==> src/logic/crs_pkg.sv <==
// shared constants and types of the processor register set
// assumes a 32-bit apb slave map with one aligned word per register
package crs_pkg;

  // ==========================================================
  // apb register map (byte addresses)
  localparam logic [7:0] OFS_GR_BASE = 8'h00;
  localparam logic [7:0] OFS_STATE_WORD = 8'h40;
  localparam logic [7:0] OFS_GLOBAL_BASE = 8'h44;
  localparam logic [7:0] OFS_VEC_BASE = 8'h48;
  localparam logic [7:0] OFS_MAC_HIGH = 8'h4c;
  localparam logic [7:0] OFS_MAC_LOW = 8'h50;
  localparam logic [7:0] OFS_RETURN_LINK = 8'h54;
  localparam logic [7:0] OFS_INSTR_PTR = 8'h58;
  localparam logic [7:0] OFS_STATUS = 8'h5c;

  // ==========================================================
  // processor state word layout
  localparam int T_BIT = 0;
  localparam int MASK_LSB = 4;
  localparam int MASK_MSB = 7;
  localparam logic [31:0] STATE_WRITABLE = 32'h0000_03f3;
  localparam logic [31:0] STATE_RESET = 32'h0000_00f0;
  localparam logic [31:0] VEC_BASE_RESET = 32'h0000_0000;

  // status register bits
  localparam int STAT_RUN_BIT = 0;
  localparam int STAT_AERR_BIT = 1;

  // vector table entries relative to the vector base, then stack step and pc-relative offset
  localparam logic [31:0] VT_IP_ENTRY = 32'h0000_0000;
  localparam logic [31:0] VT_STACK_ENTRY = 32'h0000_0004;
  localparam logic [31:0] STACK_STEP = 32'h0000_0004;
  localparam logic [31:0] IP_AHEAD = 32'h0000_0004;

  // ==========================================================
  // operand types
  typedef enum logic [1:0] {SZ_BYTE, SZ_WORD, SZ_LONG} crs_size_t;
  typedef enum logic [1:0] {WK_FULL, WK_LOAD, WK_IMM} crs_wkind_t;
  typedef enum logic [2:0] {
    IM_MOVE, IM_ADD, IM_COMPARE_EQUAL, IM_TEST_AND_FLAG, IM_AND, IM_OR, IM_XOR
  } crs_imm_op_t;
  typedef enum logic [2:0] {
    CS_STATE_WORD, CS_GLOBAL_BASE, CS_VEC_BASE, CS_MAC_HIGH, CS_MAC_LOW,
    CS_RETURN_LINK, CS_INSTR_PTR
  } crs_ctl_sel_t;

endpackage

==> src/logic/crs_operand_ext.sv <==
// operand extension and alignment check of the register set
// assumes purely combinational use on the core clock
`timescale 1ns/1ps
module crs_operand_ext (
  input wire crs_pkg::crs_wkind_t kind,
  input wire crs_pkg::crs_size_t size,
  input wire crs_pkg::crs_imm_op_t imm_op,
  input wire logic [31:0] data_in,
  output logic [31:0] data_out,
  input wire logic chk_en,
  input wire logic [31:0] chk_addr,
  input wire crs_pkg::crs_size_t chk_size,
  input wire logic chk_stack,
  output logic align_err
);

  // ==========================================================
  // register write data, always a full longword
  always_comb begin
    data_out = data_in;
    if (kind == crs_pkg::WK_LOAD) begin
      if (size == crs_pkg::SZ_BYTE) begin
        data_out = {{24{data_in[7]}}, data_in[7:0]};
      end else if (size == crs_pkg::SZ_WORD) begin
        data_out = {{16{data_in[15]}}, data_in[15:0]};
      end
    end else if (kind == crs_pkg::WK_IMM) begin
      // byte field of the instruction code only
      if (imm_op == crs_pkg::IM_MOVE || imm_op == crs_pkg::IM_ADD ||
          imm_op == crs_pkg::IM_COMPARE_EQUAL) begin
        data_out = {{24{data_in[7]}}, data_in[7:0]};
      end else begin
        data_out = {24'h00_0000, data_in[7:0]};
      end
    end
  end

  // ==========================================================
  // alignment: stack is always longword whatever size is asked
  always_comb begin
    align_err = 1'b0;
    if (chk_en) begin
      if (chk_stack) begin
        align_err = |chk_addr[1:0];
      end else if (chk_size == crs_pkg::SZ_WORD) begin
        align_err = chk_addr[0];
      end else if (chk_size == crs_pkg::SZ_LONG) begin
        align_err = |chk_addr[1:0];
      end
      // bytes never fault
    end
  end

endmodule

==> src/logic/crs_register_set.sv <==
// processor register set: general, control and system registers,
// reset load from the vector table, apb access for software
// assumes the pipeline and memory unit run on pclk and wait for run
`timescale 1ns/1ps

// Function
// - sixteen 32-bit general registers
// - register zero is the index register
// - register fifteen is the exception stack pointer
// - global base for indirect peripheral addressing
// - vector base forms exception vector addresses
// - multiply-accumulate high and low registers
// - return link holds subroutine return address
// - reset loads stack pointer from vector table
// - reset loads instruction pointer, then fetching starts
// - reset sets mask bits, clears reserved bits
// - register operands are always full longwords
// - byte and word loads are sign-extended
// - byte accesses never raise alignment errors
// - misaligned word or longword raises address error
// - stack transfers are aligned longwords
// - byte immediates come from instruction field
// - move, add, compare immediates sign-extended
// - test, and, or, xor immediates zero-extended
// - wider immediates read pc-relative from memory
module crs_register_set (
  input wire logic pclk,
  input wire logic presetn,
  input wire logic ce,
  input wire logic psel,
  input wire logic penable,
  input wire logic pwrite,
  input wire logic [7:0] paddr,
  input wire logic [31:0] pwdata,
  output logic [31:0] prdata,
  output logic pready,
  output logic pslverr,
  output logic vt_req,
  output logic [31:0] vt_addr,
  input wire logic vt_ack,
  input wire logic [31:0] vt_data,
  output logic run,
  input wire logic [3:0] rd_a_idx,
  input wire logic [3:0] rd_b_idx,
  output logic [31:0] rd_a_data,
  output logic [31:0] rd_b_data,
  input wire logic gr_wr_en,
  input wire logic [3:0] gr_wr_idx,
  input wire crs_pkg::crs_wkind_t gr_wr_kind,
  input wire crs_pkg::crs_size_t gr_wr_size,
  input wire crs_pkg::crs_imm_op_t gr_wr_imm_op,
  input wire logic [31:0] gr_wr_data,
  input wire logic ctl_wr_en,
  input wire crs_pkg::crs_ctl_sel_t ctl_wr_sel,
  input wire logic [31:0] ctl_wr_data,
  input wire logic mac_wr_en,
  input wire logic [31:0] mac_high_data,
  input wire logic [31:0] mac_low_data,
  input wire logic call_en,
  input wire logic [31:0] call_ret_addr,
  input wire logic ip_wr_en,
  input wire logic [31:0] ip_next,
  input wire logic exc_push,
  input wire logic exc_pop,
  input wire logic mem_chk_en,
  input wire logic [31:0] mem_chk_addr,
  input wire crs_pkg::crs_size_t mem_chk_size,
  input wire logic [7:0] exc_vec_num,
  input wire logic [3:0] idx_base_idx,
  input wire logic [7:0] ip_disp,
  input wire logic ip_disp_long,
  output logic [31:0] idx_addr,
  output logic [31:0] gbr_idx_addr,
  output logic [31:0] vec_addr,
  output logic [31:0] ip_rel_addr,
  output logic [31:0] stack_addr,
  output logic addr_err,
  output logic [31:0] index_register_zero,
  output logic [31:0] hw_stack_pointer,
  output logic [31:0] processor_state_word,
  output logic [31:0] global_base,
  output logic [31:0] vector_table_base,
  output logic [31:0] mult_acc_high,
  output logic [31:0] mult_acc_low,
  output logic [31:0] return_link,
  output logic [31:0] instruction_pointer
);

  // ==========================================================
  // state
  typedef enum logic [1:0] {PH_BOOT, PH_STACK, PH_IP, PH_RUN} crs_phase_t;

  typedef struct packed {
    logic [15:0][31:0] gr;
    logic [31:0] state_word;
    logic [31:0] global_base;
    logic [31:0] vector_base;
    logic [31:0] mac_high;
    logic [31:0] mac_low;
    logic [31:0] return_link;
    logic [31:0] instr_ptr;
    crs_phase_t phase;
    logic vt_req;
    logic [31:0] vt_addr;
    logic run;
    logic [31:0] rd_a;
    logic [31:0] rd_b;
    logic [31:0] idx_addr;
    logic [31:0] gbr_idx_addr;
    logic [31:0] vec_addr;
    logic [31:0] ip_rel_addr;
    logic [31:0] stack_addr;
    logic addr_err;
    logic aerr_sticky;
    logic [31:0] prdata;
    logic pready;
    logic pslverr;
  } crs_state_t;

  crs_state_t s;
  crs_state_t next_s;
  logic [31:0] ext_wdata;
  logic align_err;
  logic chk_en;
  logic chk_stack;
  logic [31:0] chk_addr;
  logic [31:0] apb_rdata;
  logic apb_mapped;
  logic apb_write;

  // ==========================================================
  // extension and alignment unit
  // stack traffic borrows the checker, so it outranks other checks
  assign chk_stack = exc_push | exc_pop;
  assign chk_en = chk_stack | mem_chk_en;
  assign chk_addr = exc_push ? (s.gr[15] - crs_pkg::STACK_STEP) :
                    exc_pop ? s.gr[15] : mem_chk_addr;

  crs_operand_ext u_ext (
    .kind(gr_wr_kind),
    .size(gr_wr_size),
    .imm_op(gr_wr_imm_op),
    .data_in(gr_wr_data),
    .data_out(ext_wdata),
    .chk_en(chk_en),
    .chk_addr(chk_addr),
    .chk_size(mem_chk_size),
    .chk_stack(chk_stack),
    .align_err(align_err)
  );

  // ==========================================================
  // apb read decode; misaligned or unknown offsets answer slverr
  always_comb begin
    apb_rdata = 32'h0000_0000;
    apb_mapped = (paddr[1:0] == 2'h0);
    if (paddr[7:6] == crs_pkg::OFS_GR_BASE[7:6]) begin
      apb_rdata = s.gr[paddr[5:2]];
    end else begin
      case (paddr)
        crs_pkg::OFS_STATE_WORD: apb_rdata = s.state_word;
        crs_pkg::OFS_GLOBAL_BASE: apb_rdata = s.global_base;
        crs_pkg::OFS_VEC_BASE: apb_rdata = s.vector_base;
        crs_pkg::OFS_MAC_HIGH: apb_rdata = s.mac_high;
        crs_pkg::OFS_MAC_LOW: apb_rdata = s.mac_low;
        crs_pkg::OFS_RETURN_LINK: apb_rdata = s.return_link;
        crs_pkg::OFS_INSTR_PTR: apb_rdata = s.instr_ptr;
        crs_pkg::OFS_STATUS: begin
          apb_rdata[crs_pkg::STAT_RUN_BIT] = s.run;
          apb_rdata[crs_pkg::STAT_AERR_BIT] = s.aerr_sticky;
        end
        default: apb_mapped = 1'b0;
      endcase
    end
  end

  // a write lands only at the edge where pready is seen high
  assign apb_write = psel & penable & pwrite & s.pready & apb_mapped;

  // ==========================================================
  // next state; pipeline and boot writes land after apb, so they win
  always_comb begin
    next_s = s;
    // apb answers one cycle after psel rises
    next_s.pready = psel & ~s.pready;
    if (psel && !s.pready) begin
      // refused places read zero, even inside the general register span
      next_s.prdata = apb_mapped ? apb_rdata : 32'h0000_0000;
      next_s.pslverr = ~apb_mapped;
    end
    if (apb_write) begin
      if (paddr[7:6] == crs_pkg::OFS_GR_BASE[7:6]) begin
        next_s.gr[paddr[5:2]] = pwdata;
      end else begin
        case (paddr)
          crs_pkg::OFS_STATE_WORD:
            next_s.state_word = pwdata & crs_pkg::STATE_WRITABLE;
          crs_pkg::OFS_GLOBAL_BASE: next_s.global_base = pwdata;
          crs_pkg::OFS_VEC_BASE: next_s.vector_base = pwdata;
          crs_pkg::OFS_MAC_HIGH: next_s.mac_high = pwdata;
          crs_pkg::OFS_MAC_LOW: next_s.mac_low = pwdata;
          crs_pkg::OFS_RETURN_LINK: next_s.return_link = pwdata;
          crs_pkg::OFS_INSTR_PTR: next_s.instr_ptr = pwdata;
          crs_pkg::OFS_STATUS:
            if (pwdata[crs_pkg::STAT_AERR_BIT]) next_s.aerr_sticky = 1'b0;
          default: next_s.aerr_sticky = s.aerr_sticky;
        endcase
      end
    end

    // reset sequence: stack entry first, then instruction pointer
    unique case (s.phase)
      PH_BOOT: begin
        next_s.vt_req = 1'b1;
        next_s.vt_addr = s.vector_base + crs_pkg::VT_STACK_ENTRY;
        next_s.phase = PH_STACK;
      end
      PH_STACK: if (vt_ack) begin
        next_s.gr[15] = vt_data;
        next_s.vt_addr = s.vector_base + crs_pkg::VT_IP_ENTRY;
        next_s.phase = PH_IP;
      end
      PH_IP: if (vt_ack) begin
        next_s.instr_ptr = vt_data;
        next_s.vt_req = 1'b0;
        next_s.run = 1'b1;
        next_s.phase = PH_RUN;
      end
      PH_RUN: next_s.run = 1'b1;
    endcase

    // pipeline writes are only honoured once running
    if (s.run) begin
      if (gr_wr_en) begin
        next_s.gr[gr_wr_idx] = ext_wdata;
      end
      if (ctl_wr_en) begin
        unique case (ctl_wr_sel)
          crs_pkg::CS_STATE_WORD:
            next_s.state_word = ctl_wr_data & crs_pkg::STATE_WRITABLE;
          crs_pkg::CS_GLOBAL_BASE: next_s.global_base = ctl_wr_data;
          crs_pkg::CS_VEC_BASE: next_s.vector_base = ctl_wr_data;
          crs_pkg::CS_MAC_HIGH: next_s.mac_high = ctl_wr_data;
          crs_pkg::CS_MAC_LOW: next_s.mac_low = ctl_wr_data;
          crs_pkg::CS_RETURN_LINK: next_s.return_link = ctl_wr_data;
          crs_pkg::CS_INSTR_PTR: next_s.instr_ptr = ctl_wr_data;
          default: ; // unused selector code writes nothing
        endcase
      end
      if (mac_wr_en) begin
        next_s.mac_high = mac_high_data;
        next_s.mac_low = mac_low_data;
      end
      if (call_en) next_s.return_link = call_ret_addr;
      if (ip_wr_en) next_s.instr_ptr = ip_next;
      // push pre-decrements, pop post-increments
      if (exc_push) begin
        next_s.gr[15] = s.gr[15] - crs_pkg::STACK_STEP;
        next_s.stack_addr = s.gr[15] - crs_pkg::STACK_STEP;
      end else if (exc_pop) begin
        next_s.gr[15] = s.gr[15] + crs_pkg::STACK_STEP;
        next_s.stack_addr = s.gr[15];
      end
    end

    // read ports and address helpers, one cycle behind their inputs
    next_s.rd_a = s.gr[rd_a_idx];
    next_s.rd_b = s.gr[rd_b_idx];
    next_s.idx_addr = s.gr[idx_base_idx] + s.gr[0];
    next_s.gbr_idx_addr = s.global_base + s.gr[0];
    next_s.vec_addr = s.vector_base + {22'h00_0000, exc_vec_num, 2'h0};
    // longword tables are read from a longword-aligned base
    if (ip_disp_long) begin
      next_s.ip_rel_addr = {s.instr_ptr[31:2], 2'h0} + crs_pkg::IP_AHEAD
                         + {22'h00_0000, ip_disp, 2'h0};
    end else begin
      next_s.ip_rel_addr = s.instr_ptr + crs_pkg::IP_AHEAD
                         + {23'h00_0000, ip_disp, 1'h0};
    end

    // error pulse plus sticky copy; a new error beats the clear
    next_s.addr_err = align_err;
    if (align_err) next_s.aerr_sticky = 1'b1;
  end

  // ==========================================================
  // registers; ce low freezes everything, apb included
  always_ff @(posedge pclk or negedge presetn) begin
    if (!presetn) begin
      s <= '0;
      s.state_word <= crs_pkg::STATE_RESET;
      s.vector_base <= crs_pkg::VEC_BASE_RESET;
    end else if (ce) begin
      s <= next_s;
    end
  end

  // ==========================================================
  // outputs, straight from the state flops
  assign prdata = s.prdata;
  assign pready = s.pready;
  assign pslverr = s.pslverr;
  assign vt_req = s.vt_req;
  assign vt_addr = s.vt_addr;
  assign run = s.run;
  assign rd_a_data = s.rd_a;
  assign rd_b_data = s.rd_b;
  assign idx_addr = s.idx_addr;
  assign gbr_idx_addr = s.gbr_idx_addr;
  assign vec_addr = s.vec_addr;
  assign ip_rel_addr = s.ip_rel_addr;
  assign stack_addr = s.stack_addr;
  assign addr_err = s.addr_err;
  assign index_register_zero = s.gr[0];
  assign hw_stack_pointer = s.gr[15];
  assign processor_state_word = s.state_word;
  assign global_base = s.global_base;
  assign vector_table_base = s.vector_base;
  assign mult_acc_high = s.mac_high;
  assign mult_acc_low = s.mac_low;
  assign return_link = s.return_link;
  assign instruction_pointer = s.instr_ptr;
endmodule

==> config.mk <==
export PLATFORM = sky130hd
export DESIGN_NAME = crs_register_set
export DESIGN_NICKNAME = d
export VERILOG_FILES = /design/src/logic/crs_pkg.sv /design/src/logic/crs_operand_ext.sv /design/src/logic/crs_register_set.sv
export SDC_FILE = /design/constraint.sdc
export NUM_CORES = 2
export LEC_CHECK = 0
export BUFFER_PORTS_ARGS = -buffer_cell sky130_fd_sc_hd__buf_2
export CAP_MARGIN = 15
export CORE_MARGIN = 8
export CORE_UTILIZATION = 45
export CTS_BUF_LIST = sky130_fd_sc_hd__clkbuf_16
export CTS_CLUSTER_DIAMETER = 200
export CTS_CLUSTER_SIZE = 16
export DETAILED_ROUTE_END_ITERATION = 8
export PLACE_DENSITY = 0.68
export SYNTH_ARGS = -nofsm -noshare
export SYNTH_HDL_FRONTEND = slang
export SYNTH_SLANG_ARGS = --single-unit
==> constraint.sdc <==
create_clock -name pclk -period 5.3 [get_ports pclk]
set_clock_uncertainty 0.05 [all_clocks]
set_input_delay 1.06 -clock pclk [delete_from_list [all_inputs] [get_ports pclk]]
set_output_delay 1.06 -clock pclk [all_outputs]
set_load 0.01 [all_outputs]
# Yosys cells after proc, flatten, opt, wreduce, memory -nomap -nowiden
# Cells that the tools add are included.
dict set report totals {
  register_bits 1032
  latch_bits 0
  ram_bits 0
  rom_bits 0
  inputBits 356
  out_inout_bits 581
  wordCells 196
  memories 0
}
dict set report classes {
  n_addsub 10
  mul 0
  div 0
  n_lt_le_gt_ge 7
  eq_ne 27
  shift 0
  n_mux 75
  n_bitwise 9
  reduce_logical 29
}
# operator n
set op_table {}
lappend op_table {{$mux W736} 2}
lappend op_table {{$mux W32} 38}
lappend op_table {{$bwmux W512} 2}
lappend op_table {{$mux W512} 2}
lappend op_table {{$bmux W32 S4} 4}
lappend op_table {{$mux W224} 2}
lappend op_table {{$demux W32 S4} 2}
lappend op_table {{$pmux W30 S7} 1}
lappend op_table {{$add A32 B3 Y32 const B} 4}
lappend op_table {{$add A32 B10 Y32} 2}
lappend op_table {{$add A32 B32 Y32} 2}
lappend op_table {{$eq A8 B7 Y1 const B} 8}
lappend op_table {{$mux W64} 1}
lappend op_table {{$pmux W32 S2} 1}
lappend op_table {{$mux W35} 1}
lappend op_table {{$add A32 B9 Y32} 1}
lappend op_table {{$sub A32 B3 Y32 const B} 1}
lappend op_table {{$lt A4 B5 Y1 const B} 5}
lappend op_table {{$pmux W2 S8} 1}
lappend op_table {{$reduce_bool A2 Y1} 7}
lappend op_table {{$mux W1} 12}
lappend op_table {{$reduce_and A3 Y1} 4}
lappend op_table {{$eq A3 B2 Y1 const B} 3}
lappend op_table {{$eq A3 B3 Y1 const B} 3}
lappend op_table {{22 further kinds} 48}

# Longest topological paths before layout
dict set report depth {
  word_depth 14
  mapped_depth 16
  depth_no_buf 15
}

# Hierarchy
# From an unflattened synthesis, not the netlist that was laid out.
dict set report unflattened {
  hier_cells 7871
  hier_area_um2 75442.4
}
# module instances cells_each area_per_inst_um2 seq_area_each_um2
set by_module_without_submodules {}
lappend by_module_without_submodules {crs_register_set 1 7813 75037.0 25829.8}
lappend by_module_without_submodules {crs_operand_ext 1 58 405.4 0.0}

# Worst setup path before layout
# No wires, ideal clock.
dict set report synth_path {
  path_kind {in2reg}
  from {in idx_base_idx[0]}
  to {reg s, in the netlist idx_addr[17]}
  t_arrival_ns 5.835
  setup_slack_ns -0.705
  cell_stages 15
  path_cell_list {buf_1 -> clkbuf_1 -> buf_1 -> mux4_2 -> mux4_2 -> ha_1 -> and3_1 -> a221o_1 -> a21oi_1 -> o21ai_0 -> a2111oi_0 -> nor2_1 -> o21a_1 -> or3_1 -> a31o_2}
}
dict set report synth_via {
  elab_chain_len 3
}
# element line
set synth_rtl {}
lappend synth_rtl {{start, declared} crs_register_set.sv:69} ;# input wire logic [3:0] idx_base_idx,
lappend synth_rtl {{$bmux W32 S4} crs_register_set.sv:269} ;# next_s.idx_addr = s.gr[idx_base_idx] + s.gr[0];
lappend synth_rtl {{$mux W32 (implied by the code)} crs_register_set.sv:269}
lappend synth_rtl {{$add A32 B32 Y32} crs_register_set.sv:269}
lappend synth_rtl {{end signal, assigned} crs_register_set.sv:294} ;# s <= next_s;
lappend synth_rtl {{end, declared} crs_register_set.sv:120} ;# crs_state_t s;
# No other way between the ends. The select of a mux whose other input is x is not followed.
# A chain may end at the register's enable or synchronous reset.

# Worst setup path after layout
dict set report layout_path {
  from {in idx_base_idx[0]}
  to {reg s, in the netlist idx_addr[30]}
}
# The elaborated chain is that of the path after synthesis.

==> impl_metrics.tcl <==
set metrics [dict create \
    fill_cells 15520 \
    rsz0062_at_grt "false" \
    setup_violations 0 \
    final_nets 8294 \
    syn_inst 7790 \
    worst-path-buf-inv 4 \
    drtPass1Iterations 9 \
    worstSetupStartpointType "primary input" \
    drt-initial-drc-count 12880 \
    grt_pass1_vias 70620 \
    multi_input_area_um2 41870 \
    slew_headroom 0.1472 \
    cts_setup_buffers 0 \
    yosysWarnings 0 \
    fin_ws_ns 0.1815 \
    fin_hold_ws_ns 0.3759 \
    p_leak_nw 33.79 \
    port_buffers 906 \
    synth-seq-cells 1032 \
    status "finished, violations left" \
    synth_area_um2 75080 \
    die_x_um 424.5 \
    cts_tree "done" \
    cts_root_buffer "clkbuf_16" \
    wl_mm 415.9 \
    async_flop_share 1.000 \
    synth.distinct_cells 82 \
    fmax_ghz 0.1954 \
    critPathMaxStageDelay_ns 0.55 \
    placementRows 150 \
    min_path_type "in2async" \
    ir_worst_vdd_mv 0.2173 \
    grt_overflow 0 \
    area_delta_synth_final_pct 8.111 \
    ys_seq_area_frac 0.3440 \
    synthTopCellsByArea "dfrtp_1 (34%), mux4_2 (19%), buf_4 (5.8%)" \
    synth_edf_count 0 \
    violations "design-rule violations" \
    drive_gt1_frac 0.2848 \
    cp_cell_sequence "clkbuf_8 -> buf_12 -> mux4_2 -> mux4_2 -> ha_1 -> and3_1 -> a221o_1 -> nand4_1 -> o21ai_0 -> buf_4 -> o21ai_0 -> buf_4 -> o211ai_1 -> o41ai_1 -> xnor2_1 -> mux2_2" \
    cts.sinks 1032 \
    antenna_left 0 \
    cp_max_fo 17 \
    dieArea_um2 180200 \
    track_usage 0.4434 \
    chipHeight_um 424.5 \
    crit_path_top_delay_cell "mux4_2" \
    crit_family "compound AO/OA/AOI/OAI gates" \
    cp-end-kind "flip-flop" \
    final-hold-violation-count 0 \
    maxSlewViolCount 0 \
    worstMarginPinSlew_ns 1.279 \
    fin_crit_sh 0.9657 \
    cap_violations 0 \
    crit_type "in2reg" \
    cp.required_ns 5.86 \
    num_io_pins 937 \
    cts_max_path_buffers 3 \
    fin_crit_ns 5.118 \
    clk_pin_slew_worst_paths_ns 0.08 \
    num_vias 74370 \
    yosys_most_used_dff "dfrtp_1" \
    route.detailed.drc 4 \
    seq_area_um2 25830 \
    grt_pass1_wl_mm 570.2 \
    pre_cts_slack_ns -0.4942 \
    avgSynthCellArea_um2 9.638 \
    cts_buffers 74 \
    gp_congestion 1.044 \
    core_area_um2 166500 \
    yosys.area.top_type_share 0.3426 \
    cts_resized 0 \
    h-tree-depth 3 \
    layout_common_cells "dfrtp_1 (1027), buf_2 (890), a21oi_1 (788), nor2_1 (769), mux4_2 (640)" \
    hpwl_mm 294.8 \
    start_util 0.4510 \
    power_density_nw_per_um2 408.6 \
    yosys.area.top_type "dfrtp_1" \
    routedWlPerCell_um 41.18 \
    cp.arrival_ns 5.68 \
    ctsHoldBuffers 0 \
    via_per_inst 7.363 \
    synth_fp_nets 8260 \
    worstSkewPairLatency_ns 0.73 \
    final_common_cell "dfrtp_1" \
    grt_max_degree 199 \
    grt_antenna_before_repair 63 \
]
## layout make-up
cell class,count,area share
flip-flops and latches,1032,0.3183
well taps,2204,0.03397
repair buffers,1312,0.1009
diodes,52,0.001603
clock inverters,20,0.001572
clock buffers,76,0.02343
inverters,94,0.004439
multi-input cells,5310,0.5158
## cells in the mapped netlist (all sizes together), types with 12 or more instances
| master | instances |
|---|---|
| a22oi | 102 |
| o21ai | 343 |
| mux2 | 118 |
| xnor2 | 97 |
| and3 | 27 |
| buf | 711 |
| a211oi | 30 |
| nor2b | 31 |
| mux4 | 640 |
| o221ai | 13 |
| o31ai | 37 |
| a221oi | 52 |
| and2 | 64 |
| o211ai | 46 |
| a32oi | 43 |
| a222oi | 27 |
| nor3 | 63 |
| o32ai | 12 |
| o22a | 43 |
| nor2 | 778 |
| o21a | 36 |
| clkbuf | 643 |
| nand2b | 50 |
| dfrtp | 1028 |
| nand2 | 620 |
| o22ai | 563 |
| a31oi | 25 |
| or3 | 14 |
| xor2 | 75 |
| a21o | 86 |
| a22o | 38 |
| ha | 109 |
| inv | 94 |
| nand4 | 54 |
| a21oi | 805 |
| nand3 | 116 |
## metrics by stage
step | power (mW) | cell area (um2) | utilization | instances | TNS [ns]
after floorplan | 21.28 | 75110 | - | 7790 | 0
after CTS | 32.50 | 81040 | 0.4868 | 10050 | 0
final | 33.16 | 81170 | 0.4876 | 10100 | 0
after detailed placement | 26.75 | 79010 | 0.4746 | 9952 | -1.683
after global placement | 26.46 | 79010 | 0.4746 | 9952 | -1.529
after global routing | 34.12 | 81100 | 0.4872 | 10070 | 0
## final timing paths
path                                                 start                            to  slack, ns  cells after the start
min in group pclk                   vt_addr[6]$_DFFE_PN0P_        vt_addr[6]$_DFFE_PN0P_       0.43                      2
hold / removal                                     presetn  mult_acc_high[4]$_DFFE_PN0P_       0.38                      1
hold reg to reg                     vt_addr[6]$_DFFE_PN0P_        vt_addr[6]$_DFFE_PN0P_       0.43                      2
setup / recovery                           idx_base_idx[0]      idx_addr[30]$_DFFE_PN0P_       0.18                     16
max in group asynchronous                          presetn            s[990]$_DFFE_PN0P_       3.40                      2
setup reg to reg           hw_stack_pointer[9]$_DFFE_PN0P_      idx_addr[30]$_DFFE_PN0P_       0.46                     14
## metal layers
metal	track usage	vias to the layer above	part of all wire
met2	0.6348	7034	0.41
met3	0.1802	2003	0.15
met4	0.4020	28	0.12
li1	-	28630	-
met1	0.5048	36680	0.32
met5	0.01343	-	0.0011
## state kept, by name, summed over array words and instances (netlist names), 32 cells and up
signal,flops
hw_stack_pointer,32
index_register_zero,32
vector_table_base,32
mult_acc_high,32
mult_acc_low,32
idx_addr,32
ip_rel_addr,32
global_base,32
rd_a_data,32
rd_b_data,32
return_link,32
prdata,32
s,451
gbr_idx_addr,32
vt_addr,32
processor_state_word,32
instruction_pointer,32
vec_addr,32
stack_addr,32
## power by group
part	internal [mW]	switching, mW
sequential	9.87	3.03
combinational	6.28	8.17
clock	2.58	3.23
total	18.7	14.4
## logic make-up (layout without fill, tap and decap cells)
group,count (synthesis),after routing,synth area share
other,0,52,0
XOR/XNOR,172,172,0.02006
adder cells (fa/ha/maj),114,114,0.01950
AO/OA/AOI/OAI,2381,2381,0.1959
buffers and inverters,1448,1502,0.1015
AND/OR/NAND/NOR,1874,1874,0.1079
flip-flops,1032,1032,0.3440
multiplexers,769,769,0.2111
Note: power is estimated with default switching activity, not from simulation.
